File: src/kbhp_pkg.sv
// constants for the keyboard-controller host port
// Overview of operation
// - data port write: latch, clear C/D, set full
// - command port write: latch, set C/D, set full
// - data port read returns output; flags mode clears
// - command port read returns status, no side effects
// - core buffer write loads output, sets output-full
// - status bit 3 follows address line two
// - flags mode, irq bit one: kbd irq=output-full
// - flags mode, irq bit zero: kbd irq low
// - no flags mode: kbd irq follows port bit
// - flags mode, aux bit one: aux=not input-full
// - no flags mode: aux irq follows port bit
// - gate A20 driven from its port bit
// - push-pull pins: low, or brief active pull-up
// - open-drain pins: low or released, no pull-up
// - special pins never inputs or inverted
// - kbd clock/data driven inverted, read back
// - mouse clock/data driven inverted, read back
// - core input read clears input-full and interrupt
// - status cleared on reset, core writes user bits
package kbhp_pkg;
  localparam logic [15:0] ADDR_DATA     = 16'h0060;
  localparam logic [15:0] ADDR_CMD      = 16'h0064;
  localparam int          ADDR_CD_BIT   = 2;
  // status byte layout
  localparam int          ST_OBF        = 0;
  localparam int          ST_IBF        = 1;
  localparam int          ST_CD         = 3;
  localparam logic [7:0]  ST_USER_MASK  = 8'hF4;
  localparam logic [7:0]  ST_RESET      = 8'h00;
  // port 2 bit positions
  localparam int          P2_GATE_A20   = 1;
  localparam int          P2_MOUSE_DAT  = 2;
  localparam int          P2_MOUSE_CLK  = 3;
  localparam int          P2_KBD_IRQ    = 4;
  localparam int          P2_AUX_IRQ    = 5;
  localparam int          P2_KBD_CLK    = 6;
  localparam int          P2_KBD_DAT    = 7;
  // pins low and both irqs low out of reset
  localparam logic [7:0]  P2_RESET      = 8'hCC;
  // special pins a, b, c sit on port 1 bits 7, 6, 2
  localparam int          P1_SPC_A      = 7;
  localparam int          P1_SPC_B      = 6;
  localparam int          P1_SPC_C      = 2;
  localparam logic [7:0]  P1_RESET      = 8'hFF;
  localparam int          SPC_NUM       = 3;
  // active pull-up time, 125 controller clocks
  localparam int          CLK_MHZ       = 250;
  localparam int          PULLUP_NS     = 500;
  localparam int          PULLUP_CYC    = (PULLUP_NS * CLK_MHZ) / 1000;
  localparam int          PU_W          = 8;
  localparam logic [7:0]  PU_LOAD       = PU_W'(PULLUP_CYC);
  localparam logic [7:0]  PU_ZERO       = 8'h00;
  localparam logic [7:0]  PU_ONE        = 8'h01;
  // output fifo between core and output register
  localparam int          FIFO_W        = 8;
  localparam int          FIFO_D        = 4;
  localparam logic [7:0]  BYTE_ZERO     = 8'h00;
endpackage

File: src/kbhp_top.sv
// host mailbox, irq gating and port pins of the keyboard controller
`timescale 1ns/10ps
`default_nettype none

module kbhp_fifo #(
  parameter int W = 8,
  parameter int D = 4
) (
  input  wire logic         clk,
  input  wire logic         rst,
  // fill side
  input  wire logic         in_valid,
  output var  logic         in_ready,
  input  wire logic [W-1:0] in_data,
  // drain side
  output var  logic         out_valid,
  input  wire logic         out_ready,
  output var  logic [W-1:0] out_data
);
  localparam int AW = (D > 1) ? $clog2(D) : 1;
  localparam int CW = $clog2(D + 1);
  localparam logic [CW-1:0] CNT_MAX = CW'(D);

  logic [W-1:0]  mem [D];
  logic [AW-1:0] wr_ptr;
  logic [AW-1:0] rd_ptr;
  logic [CW-1:0] count;
  logic          push;
  logic          pop;

  function automatic logic [AW-1:0] ptr_inc(input logic [AW-1:0] p);
    ptr_inc = (p == AW'(D - 1)) ? '0 : p + AW'(1);
  endfunction

  assign in_ready  = (count != CNT_MAX);
  assign out_valid = (count != '0);
  assign out_data  = mem[rd_ptr];
  assign push      = in_valid && in_ready;
  assign pop       = out_valid && out_ready;

  always_ff @(posedge clk) begin
    if (push) begin
      mem[wr_ptr] <= in_data;
    end
  end

  always_ff @(posedge clk or posedge rst) begin
    if (rst) begin
      wr_ptr <= '0;
      rd_ptr <= '0;
      count  <= '0;
    end else begin
      if (push) begin
        wr_ptr <= ptr_inc(wr_ptr);
      end
      if (pop) begin
        rd_ptr <= ptr_inc(rd_ptr);
      end
      if (push && !pop) begin
        count <= count + CW'(1);
      end else if (pop && !push) begin
        count <= count - CW'(1);
      end
    end
  end
endmodule

module kbhp_top (
  // clock and reset
  input  wire logic        CLK_I,
  input  wire logic        RST_I,
  // host i/o cycles
  input  wire logic [15:0] HOST_ADDR_I,
  input  wire logic        HOST_WR_I,
  input  wire logic        HOST_RD_I,
  input  wire logic [7:0]  HOST_WDATA_I,
  output var  logic [7:0]  HOST_RDATA_O,
  output var  logic        HOST_RVALID_O,
  // core side of the mailbox
  input  wire logic        CPU_BUF_WR_I,
  input  wire logic [7:0]  CPU_BUF_WDATA_I,
  output var  logic        CPU_BUF_RDY_O,
  input  wire logic        CPU_BUF_RD_I,
  output var  logic [7:0]  CPU_BUF_RDATA_O,
  output var  logic        CPU_IBF_IRQ_O,
  input  wire logic        CPU_OBF_CLR_I,
  input  wire logic        CPU_STAT_WR_I,
  input  wire logic [7:0]  CPU_STAT_WDATA_I,
  output var  logic [7:0]  CPU_STAT_O,
  input  wire logic        CPU_EN_FLAGS_I,
  // core ports
  input  wire logic        CPU_P1_WR_I,
  input  wire logic [7:0]  CPU_P1_WDATA_I,
  input  wire logic        CPU_P2_WR_I,
  input  wire logic [7:0]  CPU_P2_WDATA_I,
  input  wire logic        CPU_SPC_OD_I,
  output var  logic [1:0]  CPU_TEST_O,
  output var  logic [1:0]  CPU_P1_IN_O,
  // system outputs
  output var  logic        KBD_IRQ_O,
  output var  logic        AUX_IRQ_O,
  output var  logic        GATE_A20_O,
  // special port pins c, b, a on bits 0, 1, 2
  output var  logic [2:0]  SPC_PIN_O,
  output var  logic [2:0]  SPC_PIN_OE_O,
  // open-drain keyboard and mouse pins
  input  wire logic        KBD_CLK_I,
  output var  logic        KBD_CLK_OE_O,
  input  wire logic        KBD_DAT_I,
  output var  logic        KBD_DAT_OE_O,
  input  wire logic        MOUSE_CLK_I,
  output var  logic        MOUSE_CLK_OE_O,
  input  wire logic        MOUSE_DAT_I,
  output var  logic        MOUSE_DAT_OE_O
);
  logic [7:0] input_reg;
  logic [7:0] output_reg;
  logic [7:0] status;
  logic [7:0] port1;
  logic [7:0] port2;
  logic       en_flags;
  logic [2:0] spc_val;
  logic [2:0] spc_prev;
  logic [7:0] pu_cnt [3];

  logic       fifo_valid;
  logic       fifo_ready;
  logic [7:0] fifo_data;
  logic       host_data_wr;
  logic       host_cmd_wr;
  logic       host_data_rd;
  logic       host_cmd_rd;
  logic       obf_load;
  logic       obf_clr;
  logic       next_kbd_irq;
  logic       next_aux_irq;

  function automatic logic addr_hit(input logic [15:0] a, input logic [15:0] port);
    addr_hit = (a == port);
  endfunction

  assign host_data_wr = HOST_WR_I && addr_hit(HOST_ADDR_I, kbhp_pkg::ADDR_DATA);
  assign host_cmd_wr  = HOST_WR_I && addr_hit(HOST_ADDR_I, kbhp_pkg::ADDR_CMD);
  assign host_data_rd = HOST_RD_I && addr_hit(HOST_ADDR_I, kbhp_pkg::ADDR_DATA);
  assign host_cmd_rd  = HOST_RD_I && addr_hit(HOST_ADDR_I, kbhp_pkg::ADDR_CMD);

  // core writes queue here; the output register drains one only while it is empty
  kbhp_fifo #(
    .W(kbhp_pkg::FIFO_W),
    .D(kbhp_pkg::FIFO_D)
  ) u_out_fifo (
    .clk      (CLK_I),
    .rst      (RST_I),
    .in_valid (CPU_BUF_WR_I),
    .in_ready (fifo_ready),
    .in_data  (CPU_BUF_WDATA_I),
    .out_valid(fifo_valid),
    .out_ready(!status[kbhp_pkg::ST_OBF]),
    .out_data (fifo_data)
  );

  assign obf_load = fifo_valid && !status[kbhp_pkg::ST_OBF];
  // without flags mode the host read leaves output-full for firmware to clear
  assign obf_clr  = (host_data_rd && en_flags) || CPU_OBF_CLR_I;

  always_ff @(posedge CLK_I or posedge RST_I) begin
    if (RST_I) begin
      CPU_BUF_RDY_O <= 1'b0;
    end else begin
      CPU_BUF_RDY_O <= fifo_ready && !(CPU_BUF_WR_I && CPU_BUF_RDY_O);
    end
  end

  // host to core byte; a command write and a data write differ only in C/D
  always_ff @(posedge CLK_I or posedge RST_I) begin
    if (RST_I) begin
      input_reg <= kbhp_pkg::BYTE_ZERO;
    end else if (host_data_wr || host_cmd_wr) begin
      input_reg <= HOST_WDATA_I;
    end
  end

  always_ff @(posedge CLK_I or posedge RST_I) begin
    if (RST_I) begin
      output_reg <= kbhp_pkg::BYTE_ZERO;
    end else if (obf_load) begin
      output_reg <= fifo_data;
    end
  end

  // status byte: hardware sets win over clears in the same cycle
  always_ff @(posedge CLK_I or posedge RST_I) begin
    if (RST_I) begin
      status <= kbhp_pkg::ST_RESET;
    end else begin
      if (CPU_STAT_WR_I) begin
        status <= (status & ~kbhp_pkg::ST_USER_MASK)
                | (CPU_STAT_WDATA_I & kbhp_pkg::ST_USER_MASK);
      end
      if (host_data_wr || host_cmd_wr) begin
        status[kbhp_pkg::ST_CD]  <= HOST_ADDR_I[kbhp_pkg::ADDR_CD_BIT];
        status[kbhp_pkg::ST_IBF] <= 1'b1;
      end else if (CPU_BUF_RD_I) begin
        status[kbhp_pkg::ST_IBF] <= 1'b0;
      end
      if (obf_load) begin
        status[kbhp_pkg::ST_OBF] <= 1'b1;
      end else if (obf_clr) begin
        status[kbhp_pkg::ST_OBF] <= 1'b0;
      end
    end
  end

  // host read answer one cycle after the strobe; status read touches nothing
  always_ff @(posedge CLK_I or posedge RST_I) begin
    if (RST_I) begin
      HOST_RDATA_O  <= kbhp_pkg::BYTE_ZERO;
      HOST_RVALID_O <= 1'b0;
    end else begin
      HOST_RVALID_O <= host_data_rd || host_cmd_rd;
      if (host_data_rd) begin
        HOST_RDATA_O <= output_reg;
      end else if (host_cmd_rd) begin
        HOST_RDATA_O <= status;
      end
    end
  end

  // core view of the mailbox
  always_ff @(posedge CLK_I or posedge RST_I) begin
    if (RST_I) begin
      CPU_BUF_RDATA_O <= kbhp_pkg::BYTE_ZERO;
      CPU_STAT_O      <= kbhp_pkg::ST_RESET;
      CPU_IBF_IRQ_O   <= 1'b0;
    end else begin
      CPU_BUF_RDATA_O <= input_reg;
      CPU_STAT_O      <= status;
      CPU_IBF_IRQ_O   <= status[kbhp_pkg::ST_IBF] && !CPU_BUF_RD_I;
    end
  end

  // flags mode stays on once entered, until reset
  always_ff @(posedge CLK_I or posedge RST_I) begin
    if (RST_I) begin
      en_flags <= 1'b0;
    end else if (CPU_EN_FLAGS_I) begin
      en_flags <= 1'b1;
    end
  end

  always_ff @(posedge CLK_I or posedge RST_I) begin
    if (RST_I) begin
      port1 <= kbhp_pkg::P1_RESET;
      port2 <= kbhp_pkg::P2_RESET;
    end else begin
      if (CPU_P1_WR_I) begin
        port1 <= CPU_P1_WDATA_I;
      end
      if (CPU_P2_WR_I) begin
        port2 <= CPU_P2_WDATA_I;
      end
    end
  end

  // interrupt gating
  always_comb begin
    if (en_flags) begin
      next_kbd_irq = port2[kbhp_pkg::P2_KBD_IRQ]
                   && status[kbhp_pkg::ST_OBF];
      next_aux_irq = port2[kbhp_pkg::P2_AUX_IRQ]
                   && !status[kbhp_pkg::ST_IBF];
    end else begin
      next_kbd_irq = port2[kbhp_pkg::P2_KBD_IRQ];
      next_aux_irq = port2[kbhp_pkg::P2_AUX_IRQ];
    end
  end

  always_ff @(posedge CLK_I or posedge RST_I) begin
    if (RST_I) begin
      KBD_IRQ_O  <= 1'b0;
      AUX_IRQ_O  <= 1'b0;
      GATE_A20_O <= 1'b0;
    end else begin
      KBD_IRQ_O  <= next_kbd_irq;
      AUX_IRQ_O  <= next_aux_irq;
      GATE_A20_O <= port2[kbhp_pkg::P2_GATE_A20];
    end
  end

  // special pins take the port value straight, with no input or invert path
  assign spc_val = {port1[kbhp_pkg::P1_SPC_A],
                    port1[kbhp_pkg::P1_SPC_B],
                    port1[kbhp_pkg::P1_SPC_C]};

  always_ff @(posedge CLK_I or posedge RST_I) begin
    if (RST_I) begin
      spc_prev <= 3'h7;
    end else begin
      spc_prev <= spc_val;
    end
  end

  // a rising port value arms the active pull-up for a fixed time
  for (genvar i = 0; i < kbhp_pkg::SPC_NUM; i++) begin : g_spc
    always_ff @(posedge CLK_I or posedge RST_I) begin
      if (RST_I) begin
        pu_cnt[i] <= kbhp_pkg::PU_ZERO;
      end else if (!spc_val[i] || CPU_SPC_OD_I) begin
        pu_cnt[i] <= kbhp_pkg::PU_ZERO;
      end else if (!spc_prev[i]) begin
        pu_cnt[i] <= kbhp_pkg::PU_LOAD;
      end else if (pu_cnt[i] != kbhp_pkg::PU_ZERO) begin
        pu_cnt[i] <= pu_cnt[i] - kbhp_pkg::PU_ONE;
      end
    end

    always_ff @(posedge CLK_I or posedge RST_I) begin
      if (RST_I) begin
        SPC_PIN_O[i]    <= 1'b0;
        SPC_PIN_OE_O[i] <= 1'b0;
      end else begin
        SPC_PIN_O[i]    <= spc_val[i] && !CPU_SPC_OD_I;
        SPC_PIN_OE_O[i] <= !spc_val[i]
                         || (!CPU_SPC_OD_I && !spc_prev[i])
                         || (!CPU_SPC_OD_I && pu_cnt[i] > kbhp_pkg::PU_ONE);
      end
    end
  end

  // open-drain pins: a port bit of one pulls the pin low
  always_ff @(posedge CLK_I or posedge RST_I) begin
    if (RST_I) begin
      KBD_CLK_OE_O   <= 1'b1;
      KBD_DAT_OE_O   <= 1'b1;
      MOUSE_CLK_OE_O <= 1'b1;
      MOUSE_DAT_OE_O <= 1'b1;
      CPU_TEST_O     <= 2'h0;
      CPU_P1_IN_O    <= 2'h0;
    end else begin
      KBD_CLK_OE_O   <= port2[kbhp_pkg::P2_KBD_CLK];
      KBD_DAT_OE_O   <= port2[kbhp_pkg::P2_KBD_DAT];
      MOUSE_CLK_OE_O <= port2[kbhp_pkg::P2_MOUSE_CLK];
      MOUSE_DAT_OE_O <= port2[kbhp_pkg::P2_MOUSE_DAT];
      CPU_TEST_O     <= {MOUSE_CLK_I, KBD_CLK_I};
      CPU_P1_IN_O    <= {MOUSE_DAT_I, KBD_DAT_I};
    end
  end
endmodule

`default_nettype wire

File: config.mk
export PLATFORM = sky130hd
export DESIGN_NAME = kbhp_top
export DESIGN_NICKNAME = d
export VERILOG_FILES = /design/src/kbhp_pkg.sv /design/src/kbhp_top.sv
export SDC_FILE = /design/constraint.sdc
export NUM_CORES = 1
export LEC_CHECK = 0
export ABC_AREA = 1
export ABC_CLOCK_PERIOD_IN_PS = 7400
export BUFFER_PORTS_ARGS = -buffer_cell sky130_fd_sc_hd__buf_4
export CAP_MARGIN = 20
export CORE_MARGIN = 3
export CORE_UTILIZATION = 59
export CTS_CLUSTER_SIZE = 20
export DETAILED_ROUTE_END_ITERATION = 6
export GPL_ROUTABILITY_DRIVEN = 0
export PLACE_DENSITY = 0.91
export SYNTH_ARGS = -nofsm -noshare
export SYNTH_HDL_FRONTEND = slang
export SYNTH_SLANG_ARGS = --single-unit
export TNS_END_PERCENT = 50
File: constraint.sdc
create_clock -name CLK_I -period 7.4 [get_ports CLK_I]
set_input_delay 0.74 -clock CLK_I [delete_from_list [all_inputs] [get_ports CLK_I]]
set_output_delay 0.74 -clock CLK_I [all_outputs]
set_load 0.01 [all_outputs]
==> metrics.md <==
| Metric | Value |
|---|---|
| Core footprint | 9860 µm² |
| Fin. Hold Viols | 0 |
| Data required, critical path | 7.85 ns |
| Status | finished, final reports clean |
| Largest Register | u_out_fifo.mem |
| Core Rows | 36 |
| First-pass GRT wire length | 23,700 µm |
| Post-Syn Instances | 594 |
| Biggest regs | u_out_fifo.mem (32), pu_cnt (24) |
| H-tree levels | 4 |
| Synth top area share | 41.0% |
| Share of cells above drive strength 1 | 25.1% |
| Max Cap Viol | 0 |
| Area contributors post-synth | dfrtp_1 41%, edfxtp_1 16%, nand2_1 6.6% |
| Worst reg-to-reg setup slack | 5.38 ns |
| TritonCTS Buffers | 17 |
| Largest net degree at the start of global routing | 63 |
| Total number of vias | 4,797 |
| Max Root-Sink Buffers | 2 |
| Synth cell types | 38 |
| Nets | 799 |
| Worst-path clk slew | 0.07 ns |
| Syn Area/Cell | 10.2 µm² |
| Clock Sinks | 145 |
| Warnings, synthesis | 0 |
| Worst VDD drop | 0.246 mV |
| Antenna violations before repair | 0 |
| Die Span X | 107 µm |
| Startpoint Class | flip-flop |
| Post-Syn Nets | 682 |
| Final setup fails | 0 |
| Register bit total from synthesis | 145 |
| Post-route DRC | 0 |
| Area delta synth->final | 25.6% |
| Crit end category | flip-flop |
| Post-Syn Area | 6040 µm² |
| Starting density of the core | 61.3% |
| Hold_ws | 0.302 ns |
| Max Fanout on Critical Path | 20 |
| DRT Wirelength | 14,900 µm |
| HPWL after DPL | 9070 µm |
| Initial DRT Pass Iterations | 5 |
| Clock latency on the worst-skew pair | 0.53 ns |
| Final ANT Viol Nets | 0 |
| Max_slew headroom | 49.3% |
| Post-layout util | 76.9% |
| Worst EP arrival | 2.47 ns |
| Via density | 5.60 |
| Final slew viol count | 0 |
| Buffers on Ports | 106 |
| I/O Pins | 116 |
| # resized after CTS | 0 |
| Max reg flops | 32 |
| Slew @ Worst Pin | 0.758 ns |
| Die ar. | 11,500 µm² |
| Minimum clock period | 2.02 ns |
| Power Density | 314 nW/µm² |
| Root Buffer | clkbuf_8 |
| Post-CTS setup buffer count | 0 |
| RSZ-0062 raised after global routing | false |
| Sequential share of the synthesized area | 63.0% |
| Grt total ovfl | 0 |
| Leak Pwr | 3.81 nW |
| Vias in the first global route | 4,882 |
| Hold Crit Class | in2async |
| GRT Util Overall | 27.2% |
| Ys async rst share | 77.9% |
| Synth Flop Type | dfrtp_1 |
| Hold-fix buffers at CTS | 0 |
| Antenna diodes | 0 |
| Initial DRC count | 419 |
| Die Span Y | 107 µm |
| Number of synthesized flops with an enable pin | 32 |
| Area leader, netlist | dfrtp_1 |
| Setup CP Type | reg2reg |
| Wire per inst | 17.4 µm |
| Clock skew | 0.0107 ns |
| Period utilization | 27.3% |
| CTS tree | done |
| Setup tns final | 0 ns |
| Max Freq | 0.494 GHz |
## worst paths after layout
kind,start,to,cells past startpoint
min in group CLK_I,KBD_CLK_I,CPU_TEST_O[0],1
hold / removal,RST_I,pu_cnt[16],2
hold reg to reg,port2[2],MOUSE_DAT_OE_O,0
setup / recovery,u_out_fifo.count[0],u_out_fifo.count[2],11
setup reg to reg,u_out_fifo.count[0],u_out_fifo.count[2],11
max in group asynchronous,RST_I,pu_cnt[21],3
## synth_stat cells (4+ instances only)
| master | count |
|---|---|
| clkbuf_1 | 4 |
| ha_1 | 15 |
| nand2_1 | 106 |
| inv_1 | 79 |
| dfstp_2 | 14 |
| nand3_1 | 20 |
| buf_2 | 4 |
| a31oi_1 | 4 |
| nor3_1 | 4 |
| dfrtp_1 | 99 |
| nand4_1 | 10 |
| mux2_2 | 7 |
| nor2_2 | 5 |
| o21ai_0 | 58 |
| o21ai_1 | 7 |
| edfxtp_1 | 32 |
| nor2_1 | 73 |
| a21oi_1 | 18 |
## report_power, final
part | internal [mW] | switching [mW]
combinational | 0.174 | 0.291
sequential | 0.945 | 0.0797
clock | 0.559 | 0.337
total | 1.68 | 0.708
## critical path, stage by stage, from the launching register on
cell and delay, ns:
dfrtp_1 0.44, inv_1 0.08, a31oi_1 0.08, buf_4 0.20, inv_1 0.12, ha_1 0.16, inv_1 0.07, fa_1 0.39
nor2_1 0.13, nor2_1 0.05, nand2_1 0.07, xor2_1 0.15
## metrics by stage
step / total power, mW / instance area (µm²) / worst slack [ns] / std cells
6_report: 2.38 / 7590 / 5.38 / 857
5_1_grt: 2.51 / 7590 / 5.19 / 857
4_1_cts: 2.39 / 7590 / 5.37 / 857
3_5_place_dp: 1.48 / 6970 / 5.06 / 825
3_3_place_gp: 1.44 / 6970 / 5.15 / 825
2_1_floorplan: 1.33 / 6040 / 3.70 / 594
## cells in the final DEF (no fill, tap or decap), types with 3 or more instances in the layout
cell type / Yosys / layout
a21oi_1: 18 / 18
a31oi_1: 4 / 4
buf_4: 2 / 108
bufinv_16: 0 / 4
clkbuf_16: 0 / 16
clkinv_4: 0 / 3
clkinvlp_4: 0 / 3
dfrtp_1: 99 / 99
dfstp_2: 14 / 14
edfxtp_1: 32 / 32
ha_1: 15 / 15
inv_1: 79 / 78
inv_2: 3 / 3
mux2_2: 7 / 7
nand2_1: 106 / 106
nand2_2: 3 / 3
nand3_1: 20 / 20
nand3b_1: 3 / 3
nand4_1: 10 / 10
nor2_1: 73 / 73
nor2_2: 5 / 5
nor3_1: 4 / 4
o21ai_0: 58 / 58
o21ai_1: 7 / 7
xor2_1: 3 / 3
## layer usage
| metal | part of all wire, % | GRT usage, % | wire (µm) |
|---|---|---|---|
| met1 | 36 | 30.3 | 5310 |
| met2 | 52 | 46.8 | 7730 |
| met3 | 6.6 | 6.92 | 987 |
| met4 | 5.7 | 16.0 | 844 |
| met5 | 0 | 0 | 0 |
## cell families (layout without fill, tap and decap cells)
family	after synthesis	in the layout	share of synthesized area, %
AND/OR/NAND/NOR	236	236	17.6
flip-flops	145	145	63.0
buffers and inverters	93	223	6.03
AO/OA/AOI/OAI	92	92	7.89
adder cells (fa/ha/maj)	16	16	3.44
multiplexers	7	7	1.30
XOR/XNOR	5	5	0.725
## layout make-up
cell class                      instances  area [µm²]
Sequential cell                       145        3810
Tap cell                              133         166
Clock inverter                         12         183
Multi-Input combinational cell        356        1870
Fill cell                             553        2270
Clock buffer                           20         435
Timing Repair Buffer                  108         811
Inverter                               83         317
Note: power is estimated with default switching activity, not from simulation.
